File: config.mk
export PLATFORM = sky130hd
export DESIGN_NAME = ivp_unit
export DESIGN_NICKNAME = d
export VERILOG_FILES = /design/src/rtl/ivp_pkg.sv /design/src/rtl/ivp_unit.sv /design/src/rtl/ivp_arbiter.sv
export SDC_FILE = /design/constraint.sdc
export NUM_CORES = 1
export LEC_CHECK = 0
export BUFFER_PORTS_ARGS = -buffer_cell sky130_fd_sc_hd__buf_2
export CAP_MARGIN = 25
export CORE_ASPECT_RATIO = 2
export CORE_MARGIN = 5
export CORE_UTILIZATION = 53
export CTS_CLUSTER_SIZE = 12
export DETAILED_ROUTE_END_ITERATION = 7
export MAX_ROUTING_LAYER = met4
export PLACE_DENSITY = 0.8
export RECOVER_POWER = 100
export SKIP_CTS_REPAIR_TIMING = 1
export SLEW_MARGIN = 40
export SYNTH_ARGS = -nofsm -noshare
export SYNTH_HDL_FRONTEND = slang
export SYNTH_SLANG_ARGS = --single-unit
File: constraint.sdc
create_clock -name clk_i -period 16.8 [get_ports clk_i]
set_input_delay 0.84 -clock clk_i [delete_from_list [all_inputs] [get_ports clk_i]]
set_output_delay 0.84 -clock clk_i [all_outputs]
set_load 0.05 [all_outputs]
File: src/rtl/ivp_pkg.sv
// Package for the interrupt vector and priority unit.
// Assumes a classic Wishbone slave with 32-bit data; flag, enable and priority registers are 16-bit.
package ivp_pkg;

  // ----------------------------------------------------------------
  // Vector table layout (program addresses, byte units)
  // ----------------------------------------------------------------
  localparam logic [23:0] RESET_GOTO_ADDR  = 24'h000000; // Jump instruction word
  localparam logic [23:0] RESET_TGT_ADDR   = 24'h000002; // Jump target word
  localparam logic [23:0] TRAP_BASE_ADDR   = 24'h000006; // First trap vector
  localparam logic [23:0] IVT_VEC0_ADDR    = 24'h000014; // Primary vector 0
  localparam logic [23:0] IVT_VEC117_ADDR  = 24'h0000fe; // Primary vector 117
  localparam logic [23:0] ALTERNATE_VECTOR_TABLE_OFFSET      = 24'h000100; // Alternate table offset
  localparam logic [23:0] ALTERNATE_VECTOR_TABLE_VEC0_ADDR   = 24'h000114; // Alternate vector 0
  localparam logic [23:0] ALTERNATE_VECTOR_TABLE_VEC117_ADDR = 24'h0001fe; // Alternate vector 117
  localparam logic [23:0] VEC_STRIDE       = 24'h000002; // Two bytes per vector
  localparam logic [23:0] GOTO_OPCODE      = 24'h040000; // Jump opcode word
  localparam logic [23:0] START_ADDR_DFLT  = 24'h000200; // Default user start

  // ----------------------------------------------------------------
  // Trap ids in fixed natural order
  // ----------------------------------------------------------------
  typedef enum logic [2:0] {
    TRAP_OSC   = 3'h0,
    TRAP_ADDR  = 3'h1,
    TRAP_STACK = 3'h2,
    TRAP_MATH  = 3'h3,
    TRAP_DMA   = 3'h4
  } ivp_trap_t;
  localparam int NUM_TRAPS = 5;

  // ----------------------------------------------------------------
  // Sources and register geometry
  // ----------------------------------------------------------------
  localparam int NUM_SRC  = 16;       // Sources of one flag group
  localparam int LVL_W    = 3;        // Priority field width
  localparam logic [2:0] LVL_OFF = 3'h0; // Priority zero disables
  localparam logic [6:0] SRC_VEC_BASE = 7'h30; // Vector number of source 0
  localparam logic [15:0] PRIO5_RST = 16'h4444; // Priority register reset
  localparam logic [15:0] FLAG_MASK = 16'hfffb; // Implemented flag bits
  localparam logic [15:0] EN_MASK   = 16'h39ff; // Implemented enable bits
  localparam logic [15:0] PRIO_MASK = 16'h7777; // Implemented priority bits

  // ----------------------------------------------------------------
  // Register offsets (byte addresses)
  // ----------------------------------------------------------------
  localparam logic [7:0] OFF_FLAG   = 8'h00; // interrupt_flag_status_group
  localparam logic [7:0] OFF_EN     = 8'h04; // interrupt_enable_control_3
  localparam logic [7:0] OFF_PRIO   = 8'h08; // interrupt_priority_control_5
  localparam logic [7:0] OFF_CTRL   = 8'h0c; // Table select and start address
  localparam logic [7:0] OFF_TSTAT  = 8'h10; // Sticky trap status, read only
  localparam logic [7:0] OFF_TCLR   = 8'h14; // Trap status clear, write only
  localparam logic [7:0] OFF_TEN    = 8'h18; // Trap status enable
  localparam logic [7:0] OFF_PEND   = 8'h1c; // Winning vector, read only
  localparam int CTRL_ALT_BIT = 0;          // Alternate table select

  // ----------------------------------------------------------------
  // Carriers
  // ----------------------------------------------------------------
  typedef struct packed {
    logic        cyc;
    logic        stb;
    logic        we;
    logic [3:0]  sel;
    logic [7:0]  adr;
    logic [31:0] dat;
  } ivp_wb_req_t;

  typedef struct packed {
    logic        valid; // A source or trap is pending
    logic        trap;  // Winner is a trap
    logic [6:0]  num;   // Trap id or interrupt vector number
    logic [2:0]  level; // Priority level, 7 for traps
    logic [23:0] addr;  // Program address of the vector
  } ivp_vec_t;

endpackage : ivp_pkg

File: src/rtl/ivp_unit.sv
// Interrupt vector and priority unit: vector tables, flags, enables, levels.
// Assumes a classic Wishbone master on clk_i and a core that fetches vectors.
`timescale 1ns/10ps

// What this block does
// - Reset word jumps; next word holds start
// - Traps first: osc, addr, stack, math, DMA
// - Primary vectors 0..117 at two-byte steps
// - Alternate table repeats layout, offset 0x100
// - Lower table position wins among traps and among equal-level sources
module ivp_unit (
  // Clock and reset
  input  wire logic                          clk_i,
  input  wire logic                          rst_i,
  // Wishbone slave
  input  wire logic                          cyc_i,
  input  wire logic                          stb_i,
  input  wire logic                          we_i,
  input  wire logic [3:0]                    sel_i,
  input  wire logic [7:0]                    adr_i,
  input  wire logic [31:0]                   dat_i,
  output logic [31:0]                        dat_o,
  output logic                               ack_o,
  output logic                               err_o,
  // Peripheral requests and trap events, one-cycle pulses
  input  wire logic [ivp_pkg::NUM_SRC-1:0]   src_req_i,
  input  wire logic [ivp_pkg::NUM_TRAPS-1:0] trap_req_i,
  // Core vector fetch port
  input  wire logic                          fetch_i,
  input  wire logic [23:0]                   fetch_addr_i,
  output logic [23:0]                        fetch_data_o,
  output logic                               fetch_ack_o,
  // Pending vector to the core
  output ivp_pkg::ivp_vec_t                  vec_o,
  output logic                               irq_o
);

  // ----------------------------------------------------------------
  // State
  // ----------------------------------------------------------------
  typedef struct packed {
    logic [15:0] flag;   // Source flags
    logic [15:0] en;     // Source enables
    logic [15:0] prio;   // Four 3-bit levels
    logic        alt;    // Alternate table selected
    logic [23:0] start;  // User start address
    logic [ivp_pkg::NUM_TRAPS-1:0] tstat; // Sticky trap status
    logic [ivp_pkg::NUM_TRAPS-1:0] ten;   // Trap status enable
    logic        ack;    // Bus acknowledge
    logic        err;    // Bus error
    logic [31:0] rdat;   // Bus read data
    logic        fack;   // Fetch acknowledge
    logic [23:0] fdat;   // Fetch data
    ivp_pkg::ivp_vec_t vec; // Registered winner
  } ivp_state_t;

  ivp_state_t                              s_q;     // Registered state
  ivp_state_t                              s_d;     // Next state
  ivp_pkg::ivp_wb_req_t                    req;     // Bundled bus request
  logic [ivp_pkg::NUM_SRC*ivp_pkg::LVL_W-1:0] lvl_vec; // Per-source levels
  logic [ivp_pkg::NUM_SRC-1:0]             arm;     // Flag and enable
  logic                                    win_hit; // Source winner valid
  logic [3:0]                              win_idx; // Source winner index
  logic [ivp_pkg::LVL_W-1:0]               win_lvl; // Source winner level
  logic [31:0]                             wmask;   // Byte-lane write mask

  assign req = '{cyc: cyc_i, stb: stb_i, we: we_i, sel: sel_i, adr: adr_i, dat: dat_i};
  assign wmask = {{8{req.sel[3]}}, {8{req.sel[2]}}, {8{req.sel[1]}}, {8{req.sel[0]}}};

  // ----------------------------------------------------------------
  // Level map: the 16 flag bits reuse the four priority fields
  // ----------------------------------------------------------------
  always_comb begin
    for (int i = 0; i < ivp_pkg::NUM_SRC; i++) begin
      lvl_vec[i*ivp_pkg::LVL_W +: ivp_pkg::LVL_W] = s_q.prio[(i % 4)*4 +: ivp_pkg::LVL_W];
    end
  end

  assign arm = s_q.flag & s_q.en;

  ivp_arbiter u_arb (
    .req_i (arm),
    .lvl_i (lvl_vec),
    .hit_o (win_hit),
    .idx_o (win_idx),
    .lvl_o (win_lvl)
  );

  // ----------------------------------------------------------------
  // Next-state logic
  // ----------------------------------------------------------------
  always_comb begin
    logic        acc;
    logic        hit;
    logic [23:0] base;
    logic [23:0] off;
    acc  = 1'b0;
    hit  = 1'b0;
    base = 24'h000000;
    off  = 24'h000000;
    s_d  = s_q;

    // Flags: new requests set, win over a clear
    s_d.flag  = s_q.flag | (src_req_i & ivp_pkg::FLAG_MASK);
    s_d.tstat = s_q.tstat | trap_req_i;

    // Bus slave: answer one cycle after the request, then drop
    s_d.ack = 1'b0;
    s_d.err = 1'b0;
    acc = req.cyc && req.stb && !s_q.ack && !s_q.err;
    if (acc) begin
      hit = 1'b1;
      s_d.rdat = 32'h00000000;
      unique case (req.adr)
        ivp_pkg::OFF_FLAG: begin
          s_d.rdat = {16'h0000, s_q.flag};
          if (req.we) begin
            // Written zeros clear, fresh requests still set
            s_d.flag = ((s_q.flag & ~wmask[15:0]) | (req.dat[15:0] & wmask[15:0])
                        | src_req_i) & ivp_pkg::FLAG_MASK;
          end
        end
        ivp_pkg::OFF_EN: begin
          s_d.rdat = {16'h0000, s_q.en};
          if (req.we) begin
            s_d.en = ((s_q.en & ~wmask[15:0]) | (req.dat[15:0] & wmask[15:0])) & ivp_pkg::EN_MASK;
          end
        end
        ivp_pkg::OFF_PRIO: begin
          s_d.rdat = {16'h0000, s_q.prio};
          if (req.we) begin
            s_d.prio = ((s_q.prio & ~wmask[15:0]) | (req.dat[15:0] & wmask[15:0])) & ivp_pkg::PRIO_MASK;
          end
        end
        ivp_pkg::OFF_CTRL: begin
          s_d.rdat = {s_q.start, 7'h00, s_q.alt};
          if (req.we && req.sel[0]) begin
            s_d.alt = req.dat[ivp_pkg::CTRL_ALT_BIT];
          end
          if (req.we && &req.sel[3:1]) begin
            s_d.start = req.dat[31:8];
          end
        end
        ivp_pkg::OFF_TSTAT: begin
          s_d.rdat = {27'h0000000, s_q.tstat};
        end
        ivp_pkg::OFF_TCLR: begin
          if (req.we && req.sel[0]) begin
            // Clear by writing one; a same-cycle event stays set
            s_d.tstat = (s_q.tstat & ~req.dat[ivp_pkg::NUM_TRAPS-1:0]) | trap_req_i;
          end
        end
        ivp_pkg::OFF_TEN: begin
          s_d.rdat = {27'h0000000, s_q.ten};
          if (req.we && req.sel[0]) begin
            s_d.ten = req.dat[ivp_pkg::NUM_TRAPS-1:0];
          end
        end
        ivp_pkg::OFF_PEND: begin
          s_d.rdat = {s_q.vec.addr, s_q.vec.valid, s_q.vec.num};
        end
        default: begin
          hit = 1'b0;
        end
      endcase
      s_d.ack = hit;
      s_d.err = !hit;
    end

    // Winner: traps first in fixed order, then sources
    base = s_q.alt ? ivp_pkg::ALTERNATE_VECTOR_TABLE_OFFSET : 24'h000000;
    s_d.vec = '0;
    // Later (lower) index overrides, lowest trap wins; enable gates only irq_o
    for (int t = ivp_pkg::NUM_TRAPS - 1; t >= 0; t--) begin
      if (s_q.tstat[t]) begin
        s_d.vec.valid = 1'b1;
        s_d.vec.trap  = 1'b1;
        s_d.vec.num   = 7'(t);
        s_d.vec.level = 3'h7;
        off           = ivp_pkg::TRAP_BASE_ADDR + 24'(t) * ivp_pkg::VEC_STRIDE;
        s_d.vec.addr  = base + off;
      end
    end
    if (!s_d.vec.valid && win_hit) begin
      s_d.vec.valid = 1'b1;
      s_d.vec.num   = ivp_pkg::SRC_VEC_BASE + 7'(win_idx);
      s_d.vec.level = win_lvl;
      off = ivp_pkg::IVT_VEC0_ADDR + 24'(s_d.vec.num) * ivp_pkg::VEC_STRIDE;
      s_d.vec.addr  = base + off;
    end

    // Vector fetch: reset pair, then table words
    s_d.fack = fetch_i;
    s_d.fdat = 24'h000000;
    if (fetch_i) begin
      if (fetch_addr_i == ivp_pkg::RESET_GOTO_ADDR) begin
        s_d.fdat = ivp_pkg::GOTO_OPCODE;
      end else if (fetch_addr_i == ivp_pkg::RESET_TGT_ADDR) begin
        s_d.fdat = s_q.start;
      end else if ((fetch_addr_i >= ivp_pkg::IVT_VEC0_ADDR && fetch_addr_i <= ivp_pkg::IVT_VEC117_ADDR) ||
                   (fetch_addr_i >= ivp_pkg::ALTERNATE_VECTOR_TABLE_VEC0_ADDR && fetch_addr_i <= ivp_pkg::ALTERNATE_VECTOR_TABLE_VEC117_ADDR)) begin
        // Table slot returns the handler address for that vector
        s_d.fdat = s_q.start + (fetch_addr_i & 24'h0000ff);
      end
    end
  end

  // ----------------------------------------------------------------
  // State register
  // ----------------------------------------------------------------
  always_ff @(posedge clk_i) begin
    if (rst_i) begin
      s_q       <= '0;
      s_q.prio  <= ivp_pkg::PRIO5_RST;
      s_q.start <= ivp_pkg::START_ADDR_DFLT;
    end else begin
      s_q <= s_d;
    end
  end

  // ----------------------------------------------------------------
  // Outputs
  // ----------------------------------------------------------------
  assign dat_o        = s_q.rdat;
  assign ack_o        = s_q.ack;
  assign err_o        = s_q.err;
  assign fetch_data_o = s_q.fdat;
  assign fetch_ack_o  = s_q.fack;
  assign vec_o        = s_q.vec;
  assign irq_o        = |(s_q.tstat & s_q.ten) || (s_q.vec.valid && !s_q.vec.trap);

endmodule : ivp_unit

File: src/rtl/ivp_arbiter.sv
// Level-first priority arbiter over the interrupt sources, natural order on a tie.
// Assumes same-clock inputs; output is combinational.
`timescale 1ns/10ps
module ivp_arbiter (
  // Requests
  input  wire logic [ivp_pkg::NUM_SRC-1:0]            req_i,
  input  wire logic [ivp_pkg::NUM_SRC*ivp_pkg::LVL_W-1:0] lvl_i,
  // Winner
  output logic                                         hit_o,
  output logic [3:0]                                   idx_o,
  output logic [ivp_pkg::LVL_W-1:0]                    lvl_o
);

  // ----------------------------------------------------------------
  // Scan: higher level wins, lower index wins a tie
  // ----------------------------------------------------------------
  always_comb begin
    hit_o = 1'b0;
    idx_o = 4'h0;
    lvl_o = ivp_pkg::LVL_OFF;
    for (int i = ivp_pkg::NUM_SRC - 1; i >= 0; i--) begin
      // Later (lower) index overrides on equal level
      if (req_i[i] && lvl_i[i*ivp_pkg::LVL_W +: ivp_pkg::LVL_W] >= lvl_o &&
          lvl_i[i*ivp_pkg::LVL_W +: ivp_pkg::LVL_W] != ivp_pkg::LVL_OFF) begin
        hit_o = 1'b1;
        idx_o = 4'(i);
        lvl_o = lvl_i[i*ivp_pkg::LVL_W +: ivp_pkg::LVL_W];
      end
    end
  end

endmodule : ivp_arbiter

== Yosys cells after proc, flatten, opt, wreduce, memory -nomap -nowiden ==
Cells that the tools add are included.

* Reductions and logical operators: 65
* Shifts and indexed selects: 0
* Multiply operators: 0
* Add/subtract/negate cells: 9
* Div/mod/pow operators: 0
* Muxes and demuxes: 76
* Order comparisons: 20
* Bitwise gates (word level): 18
* Eq/ne operators: 8

{| class="wikitable"
|+ Operators with widths
! cell !! number
|-
| 32-bit case mux with 7 select lines || 1
|-
| 36-bit 2-to-1 mux || 5
|-
| 117-bit 2-to-1 mux || 1
|-
| 24-bit 2-to-1 mux || 3
|-
| 16-bit 2-to-1 mux || 4
|-
| 4-bit 2-to-1 mux || 16
|-
| 3-bit 2-to-1 mux || 16
|-
| 16-bit bitwise OR || 3
|-
| 3-bit greater-or-equal comparator || 15
|-
| 1-bit logical AND || 41
|-
| 9-bit by 4-bit adder with 10-bit output (second input constant) || 4
|-
| 34-bit 2-to-1 mux || 1
|-
| 16-bit AND || 2
|-
| 8-bit by 5-bit == test with 1-bit output (second input constant) || 4
|-
| 25-bit 2-to-1 mux || 1
|-
| 24-bit by 8-bit adder with 24-bit output || 1
|-
| 24-bit by 2-bit == test with 1-bit output (second input constant) || 1
|-
| 24-bit by 5-bit greater-or-equal comparator with 1-bit output (second input constant) || 1
|-
| 24-bit by 9-bit greater-or-equal comparator with 1-bit output (second input constant) || 1
|-
| 24-bit by 8-bit <= comparator with 1-bit output (second input constant) || 1
|-
| 24-bit by 9-bit <= comparator with 1-bit output (second input constant) || 1
|-
| 24-bit zero test || 1
|-
| 1-bit 2-to-1 mux || 20
|-
| 5-bit 2-to-1 mux || 4
|-
| other kinds (30) || 48
|}

* Word-level logic and storage cells: 214
* Bits in latches: 0
* Output and inout port bits: 96
* Memories: 0
* Bits in writable memories: 0
* Input bits: 95
* ROM bits: 0
* Register bits: 170

== Depth between registers and ports, before layout ==
Gate-level depths: netlist of run 1.

* Word-level depth: 68
* Gate-level depth with buffers: 78
* Depth with buffers taken out: 78

== Modules after synthesis ==
A second synthesis of run 1 with hierarchy kept.

* Cell total of the unflattened synthesis: 1273
* Area total of the unflattened synthesis: 10052.1 um2

{| class="wikitable"
|+ By module, submodules not included
! module !! area an instance (um2) !! cells an instance !! sequential area each (um2) !! instances
|-
| ivp_unit || 7526.0 || 913 || 3022.9 || 1
|-
| ivp_arbiter || 2526.2 || 360 || 0.0 || 1
|}

== Worst setup path before layout of run 1 ==
Ideal clock, no wire load.

* Kind: flip-flop to flip-flop
* Start point: register s_q, in the netlist lvl_vec[5]
* End point: register s_q, in the netlist vec_o[1]
* Cell stages (with the launch flop): 72
* Path buffers: 0
* Data required time: 16664 ps
* Clock period less this slack: 13800 ps
* Path slack: 3000 ps
* Setup time: 136 ps
* Data arrival time: 13664 ps
* Cells stage by stage: dfxtp_1 nand3_1 ha_1 a21o_1 a31oi_1 nor2_1 nor2_1 a21oi_1 ha_1 nand3_1 a211oi_1 nor2_2 nand2_1 o21ai_0 ha_1 nand2b_1 nand4_1 nand2_1 (+36 left out) ha_1 nand2b_1 a21oi_1 nor2b_1 o2111ai_1 mux2_4 ha_1 nand2b_1 a21oi_1 nor2b_1 o2111a_1 inv_1 nand2_1 inv_1 a31oi_1 o41a_2 o311ai_1 o21ai_0

* Word-level cells in the longest chain between the ends: 60
* Elaborated cells on any way between the ends: 89
* Those cells by class: 3 x add/sub; 14 x order compare; 42 x mux; 30 x reduce/logical

{| class="wikitable"
|+ RTL lines
! item !! line !! source
|-
| start, declared || ivp_unit.sv:57 || <nowiki>ivp_state_t s_q;</nowiki>
|-
| 3-bit greater-or-equal comparator || ivp_arbiter.sv:23 || <nowiki>if (req_i[i] && lvl_i[i*ivp_pkg::LVL_W +: ivp_pkg::LVL_W] >= lvl_o &&</nowiki>
|-
| 1-bit logical AND (2 in a row) || ivp_arbiter.sv:23 ||
|-
| 3-bit 2-to-1 mux || ivp_arbiter.sv:23 ||
|-
| 3-bit greater-or-equal comparator || ivp_arbiter.sv:23 ||
|-
| 1-bit logical AND (2 in a row) || ivp_arbiter.sv:23 ||
|-
| 3-bit 2-to-1 mux || ivp_arbiter.sv:23 ||
|-
| 3-bit greater-or-equal comparator || ivp_arbiter.sv:23 ||
|-
| 1-bit logical AND (2 in a row) || ivp_arbiter.sv:23 ||
|-
| (+40 left out) || -- ||
|-
| 3-bit 2-to-1 mux || ivp_arbiter.sv:23 ||
|-
| 3-bit greater-or-equal comparator || ivp_arbiter.sv:23 ||
|-
| 1-bit logical AND (2 in a row) || ivp_arbiter.sv:23 ||
|-
| 4-bit 2-to-1 mux || ivp_arbiter.sv:23 ||
|-
| 6-bit by 4-bit adder with 7-bit output || ivp_unit.sv:186 || <nowiki>s_d.vec.num = ivp_pkg::SRC_VEC_BASE + 7'(win_idx);</nowiki>
|-
| 5-bit by 8-bit adder with 9-bit output || ivp_unit.sv:188 || <nowiki>off = ivp_pkg::IVT_VEC0_ADDR + 24'(s_d.vec.num) * ivp_pkg::VEC_STRIDE;</nowiki>
|-
| 9-bit by 9-bit adder with 10-bit output || ivp_unit.sv:189 || <nowiki>s_d.vec.addr = base + off;</nowiki>
|-
| 34-bit 2-to-1 mux (*) || ivp_unit.sv:184 || <nowiki>if (!s_d.vec.valid && win_hit) begin</nowiki>
|}

Every way passes the cells marked *; elsewhere a longest branch is shown, timed or not.
A chain may end at the register's enable or synchronous reset.

== Worst setup path after layout of run 1 ==
Same ends and word-level chain as after synthesis.

==> results.md, run 1 <==
* Worst Path Class, Setup: reg -> reg
* DR iter-0 viols at 725
* Vias at 8,262
* Pwr dens at 85.3 nW/um2
* Vias in the first global route at 8,175
* Hold WS at 0.452 ns
* Req. time, crit path at 17.09 ns
* Initial antenna violation count at 0
* Final setup vio count at 0
* Fin crit share at 0.912
* CTS tree: done
* Post-synthesis register bit count at 151
* Asr flop ratio synth at 0
* Post-route DRC at 0
* Sequential cell area fraction in the yosys report at 0.353
* Final Hold Viols at 0
* Final Slew Violations at 35
* Global Route Usage Sum at 0.291
* Initial core utilization at 0.540
* Htree depth at 4
* Die W at 99.9 um
* Vias per inst at 5.94
* RSZ-0062 raised after global routing: false
* CP dominant cell by count: ha_1
* DP Area at 9000 um2
* Min-delay worst type: reg -> reg
* Detailed Place HPWL at 20,500 um
* Syn Std Cell Area at 8560 um2
* Util after Layout at 0.596
* Setup WS post-layout at 1.48 ns
* Total Routed Length at 26,900 um
* Final Cell Area at 9450 um2
* CP max FO at 10
* Maximum clock rate at 65.3 MHz
* Clk root buf: clkbuf_16
* Worst-case clock skew at 0.00974 ns
* Drt first pass iters at 6
* Synth warnings at 0
* Critical path's largest stage delay at 0.56 ns
* Final Non-Filler Cells at 1,391
* Max-cap viol count at 1
* Placement row count at 65
* Status: complete, but fails checks
* Min Tclk post-route at 15.32 ns
* Lkg Pwr at 3.65 nW
* Worst-Margin Slew at 1.74 ns
* Worst EP arrival at 15.61 ns
* Setup TNS at 0 ns
* Core Area at 15,900 um2
* Layout cells sized above 1 at 0.143
* CTS buffer count at 17
* CP startpoint kind: register
* Port Buffers at 172
* Dpl cells at 1,360
* Die ar. at 18,900 um2
* Synth Flop Type: dfxtp_1
* Failing checks: capacitance limit, slew limit
* IO Count at 191
* Worst slew margin at -0.162
* Fin nets at 1,307
* GP Congestion at 1.02
* Post-synth EDFFs at 0
* Detail Route Antenna Nets at 0
* Syn Inst Count at 1,095
* Syn Area/Cell at 7.82 um2
* Global-route wire length before repair at 41,800 um
* Placement Setup Slack at 1.27 ns
* Worst path slowest cell: o41a_2
* Clock Path Buffers at 2
* Worst vdd ir at 0.0598 mV
* Clock Pin Slew Worst Setup and Hold Paths at 0.07 ns
* Die H at 190 um
* Largest net degree at the start of global routing at 86
* WL per Instance at 19.4 um
* Synth unique cells at 79
* GRT overflow at 0
* Area delta synth->final at 10.5%
* Clock Sinks at 151
* Endpoint class of the critical path: register
* Diodes inserted at 0
* Clk_lat worst skew at 0.43 ns
* Post-layout total power at 0.806 mW
-- worst max-delay path, delay by kind of cell (launching register included) --
family,cells,cell delay (ns)
multiplexers,4,1.30
buffers and inverters,3,0.26
adder cells (fa/ha/maj),10,2.78
AO/OA/AOI/OAI,29,6.45
flip-flops,1,0.47
AND/OR/NAND/NOR,25,3.88
-- where the power goes --
part	switching (mW)	internal (mW)
Sequential	0.00741	0.364
Clock	0.153	0.225
Combinational	0.0412	0.0159
Total	0.202	0.604
-- routing by layer --
metal | global-route usage | wire length [um]
met1 | 0.284 | 9050
met2 | 0.510 | 13800
met3 | 0.0316 | 1720
met4 | 0.233 | 2380
met5 | - | 0
-- placed cells by master (no fill, tap or decap), types with 8 or more instances in the layout --
cell,n
a21o_1,8
nand3_1,58
a21oi_1,129
inv_1,40
clkbuf_16,17
dfxtp_1,151
nor2b_1,8
nand2_1,170
nand2b_1,18
buf_2,92
ha_1,33
nor2_1,85
a31oi_1,26
clkbuf_1,88
and3_1,14
nor3_1,12
a22oi_1,38
buf_4,9
xnor2_1,13
nor4_1,8
o21ai_0,23
conb_1,17
-- synth_stat cells, types with 3 or more instances --
library cell  instances  area, um2
o221ai_1              3       26.3
and2_1                4       25.0
xor2_1                6       52.6
o21ai_0              23        115
nand2b_1             18        113
mux2_2                4       45.0
a21oi_1             129        646
o211a_1               3       30.0
clkbuf_1             46        173
a31oi_1              26        163
o21a_1                4       30.0
o211ai_1              3       22.5
a221oi_1              4       35.0
ha_1                 33        413
or3_1                 4       25.0
nor2b_1               8       50.1
a211oi_1              4       30.0
and3_1               14       87.6
inv_1                40        150
a222oi_1              4       40.0
nand4_1               6       37.5
buf_4                92        691
a21o_1                8       60.1
nor2_1               87        327
o21bai_1              4       30.0
nand3_1              58        290
and3_4                3       33.8
buf_1                 3       11.3
nand2_1             170        638
a211o_1               5       43.8
a22oi_1              38        285
nor4_1                8       50.1
dfxtp_1             151       3020
nor3_1               12       60.1
xnor2_1              13        114
o2111ai_1             5       43.8
-- worst paths after layout --
| path | start | endpoint | slack [ns] | cells past startpoint |
|---|---|---|---|---|
| hold / removal | dat_o[20] | dat_o[20] | 0.45 | 2 |
| hold reg to reg | dat_o[20] | dat_o[20] | 0.45 | 2 |
| setup reg to reg | lvl_vec[5] | vec_o[1] | 1.48 | 71 |
| setup / recovery | lvl_vec[5] | vec_o[1] | 1.48 | 71 |
-- logic make-up after synthesis --
family | after synthesis | synth area share
flops | 151 | 0.353
simple gates | 411 | 0.222
other cells | 1 | 0.000438
compound gates | 287 | 0.219
xor+xnor | 19 | 0.0194
fa+ha+maj | 34 | 0.0506
mux | 10 | 0.0151
buf+inv | 182 | 0.120
-- registers in the layout (all words and copies together) (netlist names) --
register / count
s_q: 62
fetch_ack_o: 1
ack_o: 1
vec_o: 18
err_o: 1
fetch_data_o: 24
lvl_vec: 12
dat_o: 32
-- layout make-up --
cell class                 instances  area [um2]
tap                              201         251
multi-input combinational        778        4580
inverter                          40         150
clock buffer                      19         453
timing repair buffer             190         870
fill                            1539        6400
clock inverter                    12         128
sequential                       151        3020
Note: power is estimated with default switching activity, not from simulation.
==> run 2, diff against run 1 <==
--- a/config.mk
+++ b/config.mk
@@ -5,6 +5,7 @@
 export SDC_FILE = /design/constraint.sdc
 export NUM_CORES = 1
 export LEC_CHECK = 0
+export ABC_AREA = 1
 export BUFFER_PORTS_ARGS = -buffer_cell sky130_fd_sc_hd__buf_2
 export CAP_MARGIN = 25
 export CORE_ASPECT_RATIO = 2
==> results.md, run 2 <==
* Post-route DRC at 0 (unchanged)
* Fin nets at 1,427 (+9.2%)
* Vias at 8,145 (-1.4%)
* Final Hold Viols at 0 (unchanged)
* Port Buffers at 172 (unchanged)
* Global-route wire length before repair at 39,000 um (-6.6%)
* Most frequent cells in the layout: nand2_1, inv_1, dfxtp_1, a21oi_1, nor2_1
* CP dominant cell by count: nand2_1
* Worst-case clock skew at 0.0117 ns (+0.00194 ns)
* Die H at 189 um (-0.40%)
* Pwr dens at 86.0 nW/um2 (+0.85%)
* Endpoint class of the critical path: register
* WL per Instance at 16.7 um (-14%)
* Asr flop ratio synth at 0 (unchanged)
* Final setup vio count at 0 (unchanged)
* IO Count at 191 (unchanged)
* Reg with most FFs: s_q
* Vias per inst at 5.39 (-9.2%)
* FF-to-FF path depth at 95 (+34%)
* Max reg flops at 62 (unchanged)
* Initial core utilization at 0.538 (-0.00182)
* Worst slew margin at -1.13 (-0.971)
* CP startpoint kind: register
* Hold Path End: dat_o[8]
* Final Slew Violations at 103 (+190%)
* Sequential cell area fraction in the yosys report at 0.356 (+0.00302)
* Final Cell Area at 9260 um2 (-2.0%)
* Commonest non-fill, non-tap cell in the layout: nand2_1
* Crit path from: lvl_vec[4]
* Synth unique cells at 43 (-46%)
* Worst Hold Depth at 2 (unchanged)
* Clk root buf: clkbuf_16
* Worst EP arrival at 13.51 ns (-2.10 ns)
* Min-delay worst type: reg -> reg
* Area delta synth->final at 9.14%
* Worst vdd ir at 0.0714 mV (+19%)
* Total Routed Length at 25,300 um (-6.1%)
* Area share of the largest cell type after synthesis at 0.356 (+0.00302)
* Hold path start: dat_o[8]
* Layout cells sized above 1 at 0.119 (-0.0238)
* Clk_lat worst skew at 0.42 ns (about the same)
* Clock Path Buffers at 2 (unchanged)
* Global Route Usage Sum at 0.273 (-0.0183)
* Setup TNS at 0 ns (unchanged)
* Max-cap viol count at 2 (+1)
* Clock Pin Slew Worst Setup and Hold Paths at 0.07 ns (about the same)
* Diodes inserted at 0 (unchanged)
* Largest net degree at the start of global routing at 66 (-23%)
* Htree depth at 4 (unchanged)
* Maximum clock rate at 76.0 MHz (+16%)
* Vias in the first global route at 7,941 (-2.9%)
* GP Congestion at 0.982 (-4.2%)
* CP max FO at 9 (-1)
* DP Area at 8890 um2 (-1.2%)
* Status: complete, but fails checks
* Die W at 99.5 um (-0.38%)
* Drt first pass iters at 5 (-1)
* Setup WS post-layout at 3.65 ns (+2.16 ns)
* Synth Flop Type: dfxtp_1
* Initial antenna violation count at 0 (unchanged)
* CTS tree: done
* Detail Route Antenna Nets at 0 (unchanged)
* Clock Sinks at 151 (unchanged)
* Fin crit share at 0.783 (-0.129)
* Placement row count at 65 (unchanged)
* Util after Layout at 0.587 (-0.00906)
* Critical path's largest stage delay at 0.41 ns (-0.15 ns)
* RSZ-0062 raised after global routing: false
* Hold WS at 0.465 ns (+0.0139 ns)
* Syn Inst Count at 1,209 (+10%)
* Placement Setup Slack at 4.73 ns (+3.46 ns)
* Syn Area/Cell at 7.02 um2 (-10%)
* Worst-Margin Slew at 3.20 ns (+1.46 ns)
* CTS buffer count at 17 (unchanged)
* Syn Std Cell Area at 8490 um2 (-0.85%)
* Top-count cell post-synth: nand2_1
* Synth warnings at 0 (unchanged)
* Lkg Pwr at 4.09 nW (+12%)
* RR Startpoint: lvl_vec[4]
* Worst R2R Setup Slack at 3.65 ns (+2.16 ns)
* Failing checks: capacitance limit, slew limit
* GRT overflow at 0 (unchanged)
* Worst path slowest cell: nor3_1
* Reg2Reg Capture Point: vec_o[26]
* Die ar. at 18,800 um2 (-0.78%)
* Most frequent cells after synthesis: nand2_1, inv_1, dfxtp_1, a21oi_1, nor2_1
* Req. time, crit path at 17.16 ns (+0.07 ns)
* Synth area leader: dfxtp_1
* Post-synthesis register bit count at 151 (unchanged)
* DR iter-0 viols at 419 (-42%)
* Core Area at 15,800 um2 (-0.51%)
* Post-synth EDFFs at 0 (unchanged)
* Worst Path Class, Setup: reg -> reg
* Detailed Place HPWL at 19,800 um (-3.5%)
* Min Tclk post-route at 13.15 ns (-2.16 ns)
* Synth top area cells: dfxtp_1, nand2_1, buf_4
-- run 2: cell types whose count changed after synthesis, moves of 18 or more --
cell,before,now
nor2_1,87,108
clkbuf_1,46,28
nand2_1,170,233
nand2b_1,18,0
inv_1,40,154
o21ai_0,23,87
nand2_2,0,19
a22oi_1,38,1
a31oi_1,26,2
-- run 2: how the worst max path moves through the flow --
| stage | slack (ns) | end | cells past startpoint |
|---|---|---|---|
| finish | 3.65 | vec_o[26] | 95 |
| global route | 1.85 | vec_o[24] | 99 |
| CTS | 4.63 | vec_o[3] | 99 |
| detailed placement | 4.73 | vec_o[4] | 100 |
| global placement | 4.89 | vec_o[4] | 98 |
| floorplan | 6.37 | vec_o[4] | 100 |
-- run 2: kinds of logic (layout without fill, tap and decap cells) --
logic type,Yosys count,count (layout),synth area share
simple gates,477,477,0.251
buf+inv,283,368,0.166
compound gates,263,263,0.175
flops,151,151,0.356
fa+ha+maj,34,34,0.0510
other cells,1,17,0.000442
-- run 2: area by class of cell --
class,instances,area [um2]
Inverter,159,597
Timing Repair Buffer,178,798
Fill cell,1553,6520
Multi-Input combinational cell,791,4030
Clock inverter,11,98.8
Sequential cell,151,3020
Tap cell,201,251
Clock buffer,20,467
-- run 2: metrics by stage --
stage	instances	total power, mW
finish	1511	0.797
global route	1511	0.819
CTS	1511	0.798
detailed placement	1480	0.437
global placement	1480	0.437
floorplan	1225	0.418
-- run 2: routing by layer --
metal / share of wire / track usage / up-vias
li1: - / - / 4036
met1: 0.34 / 0.256 / 3669
met2: 0.53 / 0.498 / 324
met3: 0.056 / 0.0350 / 116
met4: 0.075 / 0.194 / 0
met5: 0 / - / -
-- run 2: critical path: cells and delay by family (launching register included) --
kind	cells	cell delay (ns)
AND/OR/NAND/NOR	55	6.26
adder cells (fa/ha/maj)	10	2.88
AO/OA/AOI/OAI	14	2.48
buffers and inverters	16	1.02
flip-flops	1	0.40
-- run 2: report_power, final --
part | internal, mW | switching, mW
clock | 0.215 | 0.153
sequential | 0.364 | 0.00542
combinational | 0.0160 | 0.0443
total | 0.594 | 0.202
==> run 3, diff against run 2 <==
==> constraint.sdc (replaced) <==
create_clock -name clk_i -period 13.1 [get_ports clk_i]
set_input_delay 0.655 -clock clk_i [delete_from_list [all_inputs] [get_ports clk_i]]
set_output_delay 0.655 -clock clk_i [all_outputs]
set_load 0.05 [all_outputs]
==> results.md, run 3 (synthesis gave the netlist of run 2 again) <==
* Status: complete, but fails checks
* Failing checks: capacitance limit, slew limit
* Core Area at 15,800 um2 (unchanged)
* Reg2Reg Capture Point: vec_o[4]
* Global Route Usage Sum at 0.278 (+0.00475)
* Setup TNS at 0 ns (unchanged)
* Placement row count at 65 (unchanged)
* Critical path's largest stage delay at 0.38 ns (-0.03 ns)
* Req. time, crit path at 13.45 ns (-3.71 ns)
* Hold WS at 0.443 ns (-0.0226 ns)
* Worst-case clock skew at 0.00812 ns (-0.00356 ns)
* Min-delay worst type: in -> reg
* Drt first pass iters at 6 (+1)
* Clock share of power at 0.485 (+0.024)
* Post-route DRC at 0 (unchanged)
* Clock Pin Slew Worst Setup and Hold Paths at 0.06 ns (about the same)
* Clock Sinks at 151 (unchanged)
* CP startpoint kind: register
* Worst R2R Setup Slack at 1.38 ns (-2.26 ns)
* Final Hold Viols at 0 (unchanged)
* Area of the multi-input gates at 4110 um2 (+2.0%)
* FF-to-FF path depth at 100 (+5.3%)
* Largest net degree at the start of global routing at 66 (unchanged)
* Worst slew margin at -1.17 (-0.0409)
* Htree depth at 4 (unchanged)
* Hold Path End: s_q[162]
* Die W at 99.5 um (unchanged)
* Vias in the first global route at 8,063 (+1.5%)
* Sequential fraction of design power at 0.442 (-0.021)
* RR Startpoint: lvl_vec[3]
* P_int at 0.810 mW (+36%)
* Max-cap viol count at 2 (unchanged)
* Worst EP arrival at 12.07 ns (-1.44 ns)
* Min Tclk post-route at 11.72 ns (-1.44 ns)
* Switching Share at 0.242 (-0.0115)
* Reg with most FFs: s_q
* Commonest non-fill, non-tap cell in the layout: nand2_1
* Final setup vio count at 0 (unchanged)
* Clk_lat worst skew at 0.43 ns (about the same)
* Vias per inst at 5.43 (+0.69%)
* RSZ-0062 raised after global routing: false
* Combinational share of power at 0.073 (-0.003)
* Fill cell count at 1,561 (+0.52%)
* Worst-Margin Slew at 3.26 ns (+0.0613 ns)
* CP max FO at 9 (unchanged)
* Final Cell Area at 9420 um2 (+1.7%)
* GP Congestion at 0.954 (-2.9%)
* Worst path slowest cell: dfxtp_1
* Layout cells sized above 1 at 0.132 (+0.0128)
* Area delta synth->final at 11.0%
* Initial antenna violation count at 0 (unchanged)
* GRT overflow at 0 (unchanged)
* IO Count at 191 (unchanged)
* DR iter-0 viols at 442 (+5.5%)
* Met1 WL at 8610 um (about the same)
* Clock Path Buffers at 2 (unchanged)
* WL per Instance at 16.8 um (+0.59%)
* Clk root buf: clkbuf_16
* CTS buffer count at 17 (unchanged)
* Port Buffers at 172 (unchanged)
* Detail Route Antenna Nets at 0 (unchanged)
* Psw at 0.259 mW (+28%)
* Met2 Wirelength at 13,400 um (+0.19%)
* Max reg flops at 62 (unchanged)
* Detailed Place HPWL at 19,700 um (-0.48%)
* CP dominant cell by count: nand2_1
* Reg area at 3030 um2 (about the same)
* Worst Hold Depth at 3 (+1)
* Initial core utilization at 0.538 (unchanged)
* Global-route wire length before repair at 39,800 um (+1.8%)
* Worst vdd ir at 0.0908 mV (+27%)
* Die H at 189 um (unchanged)
* Top sig layer: met4
* CTS tree: done
* Lkg Pwr at 4.16 nW (+1.6%)
* Util after Layout at 0.597 (+0.00991)
* Die ar. at 18,800 um2 (unchanged)
* Pwr dens at 114 nW/um2 (+32%)
* Final Slew Violations at 103 (unchanged)
* Worst Path Class, Setup: reg -> reg
* Most frequent cells in the layout: nand2_1, inv_1, dfxtp_1, a21oi_1, nor2_1
* Fin crit share at 0.894 (+0.111)
* Metal3 WL at 1440 um (+2.1%)
* Maximum clock rate at 85.4 MHz (+12%)
* Hold path start: src_req_i[0]
* Endpoint class of the critical path: register
* Fin nets at 1,430 (+0.21%)
* Diodes inserted at 0 (unchanged)
* Crit path from: lvl_vec[3]
* DP Area at 8900 um2 (about the same)
* Total Routed Length at 25,500 um (+0.73%)
* Vias at 8,212 (+0.82%)
## run 3: cell types whose count changed in the layout (fill, tap and decap cells not counted), moves of 2 or more
cell	previous run	this run
buf_4	4	7
dfxtp_2	0	2
nand2_1	246	234
dfxtp_1	151	149
clkinv_2	4	2
bufinv_16	1	4
nand2_4	1	8
clkbuf_8	3	1
nand2_2	13	18
clkinvlp_4	3	1
## run 3: how the worst max path moves through the flow
stage	slack (ns)	cells past startpoint	endpoint
floorplan	2.67	100	vec_o[4]
global placement	1.17	98	vec_o[4]
detailed placement	0.91	100	vec_o[4]
CTS	0.86	100	vec_o[4]
global route	0.1	98	vec_o[25]
finish	1.38	100	vec_o[4]
## run 3: layer usage
metal / vias to the layer above / global-route usage
met5: - / -
met4: 0 / 0.204
met3: 118 / 0.0428
met2: 351 / 0.498
met1: 3713 / 0.261
li1: 4030 / -
## run 3: area by class of cell
class,instances,share of cell area
Multi-Input combinational cell,791,0.436
Tap cell,201,0.0267
Clock buffer,19,0.0470
Sequential cell,151,0.321
Clock inverter,11,0.0183
Timing Repair Buffer,181,0.0873
Inverter,159,0.0634
## run 3: critical path, delay by kind of cell (launching register included)
family                   cells  cell delay, ns
adder cells (fa/ha/maj)     12            3.24
flip-flops                   1            0.38
AO/OA/AOI/OAI               17            2.33
buffers and inverters       19            1.27
AND/OR/NAND/NOR             52            4.39
## run 3: power groups by stage
stage	registers, mW	clock network (mW)	logic [mW]
2_1_floorplan	0.481	0	0.0553
3_3_place_gp	0.483	0	0.0768
3_5_place_dp	0.483	0	0.0774
4_1_cts	0.473	0.521	0.0782
5_1_grt	0.473	0.543	0.0843
6_report	0.473	0.518	0.0779
## run 3: metrics by stage
stage	power (mW)	setup WS [ns]	instances
6_report	1.07	1.38	1513
2_1_floorplan	0.537	2.67	1225
5_1_grt	1.10	0.0967	1513
4_1_cts	1.07	0.863	1511
3_5_place_dp	0.560	0.910	1481
3_3_place_gp	0.560	1.17	1481
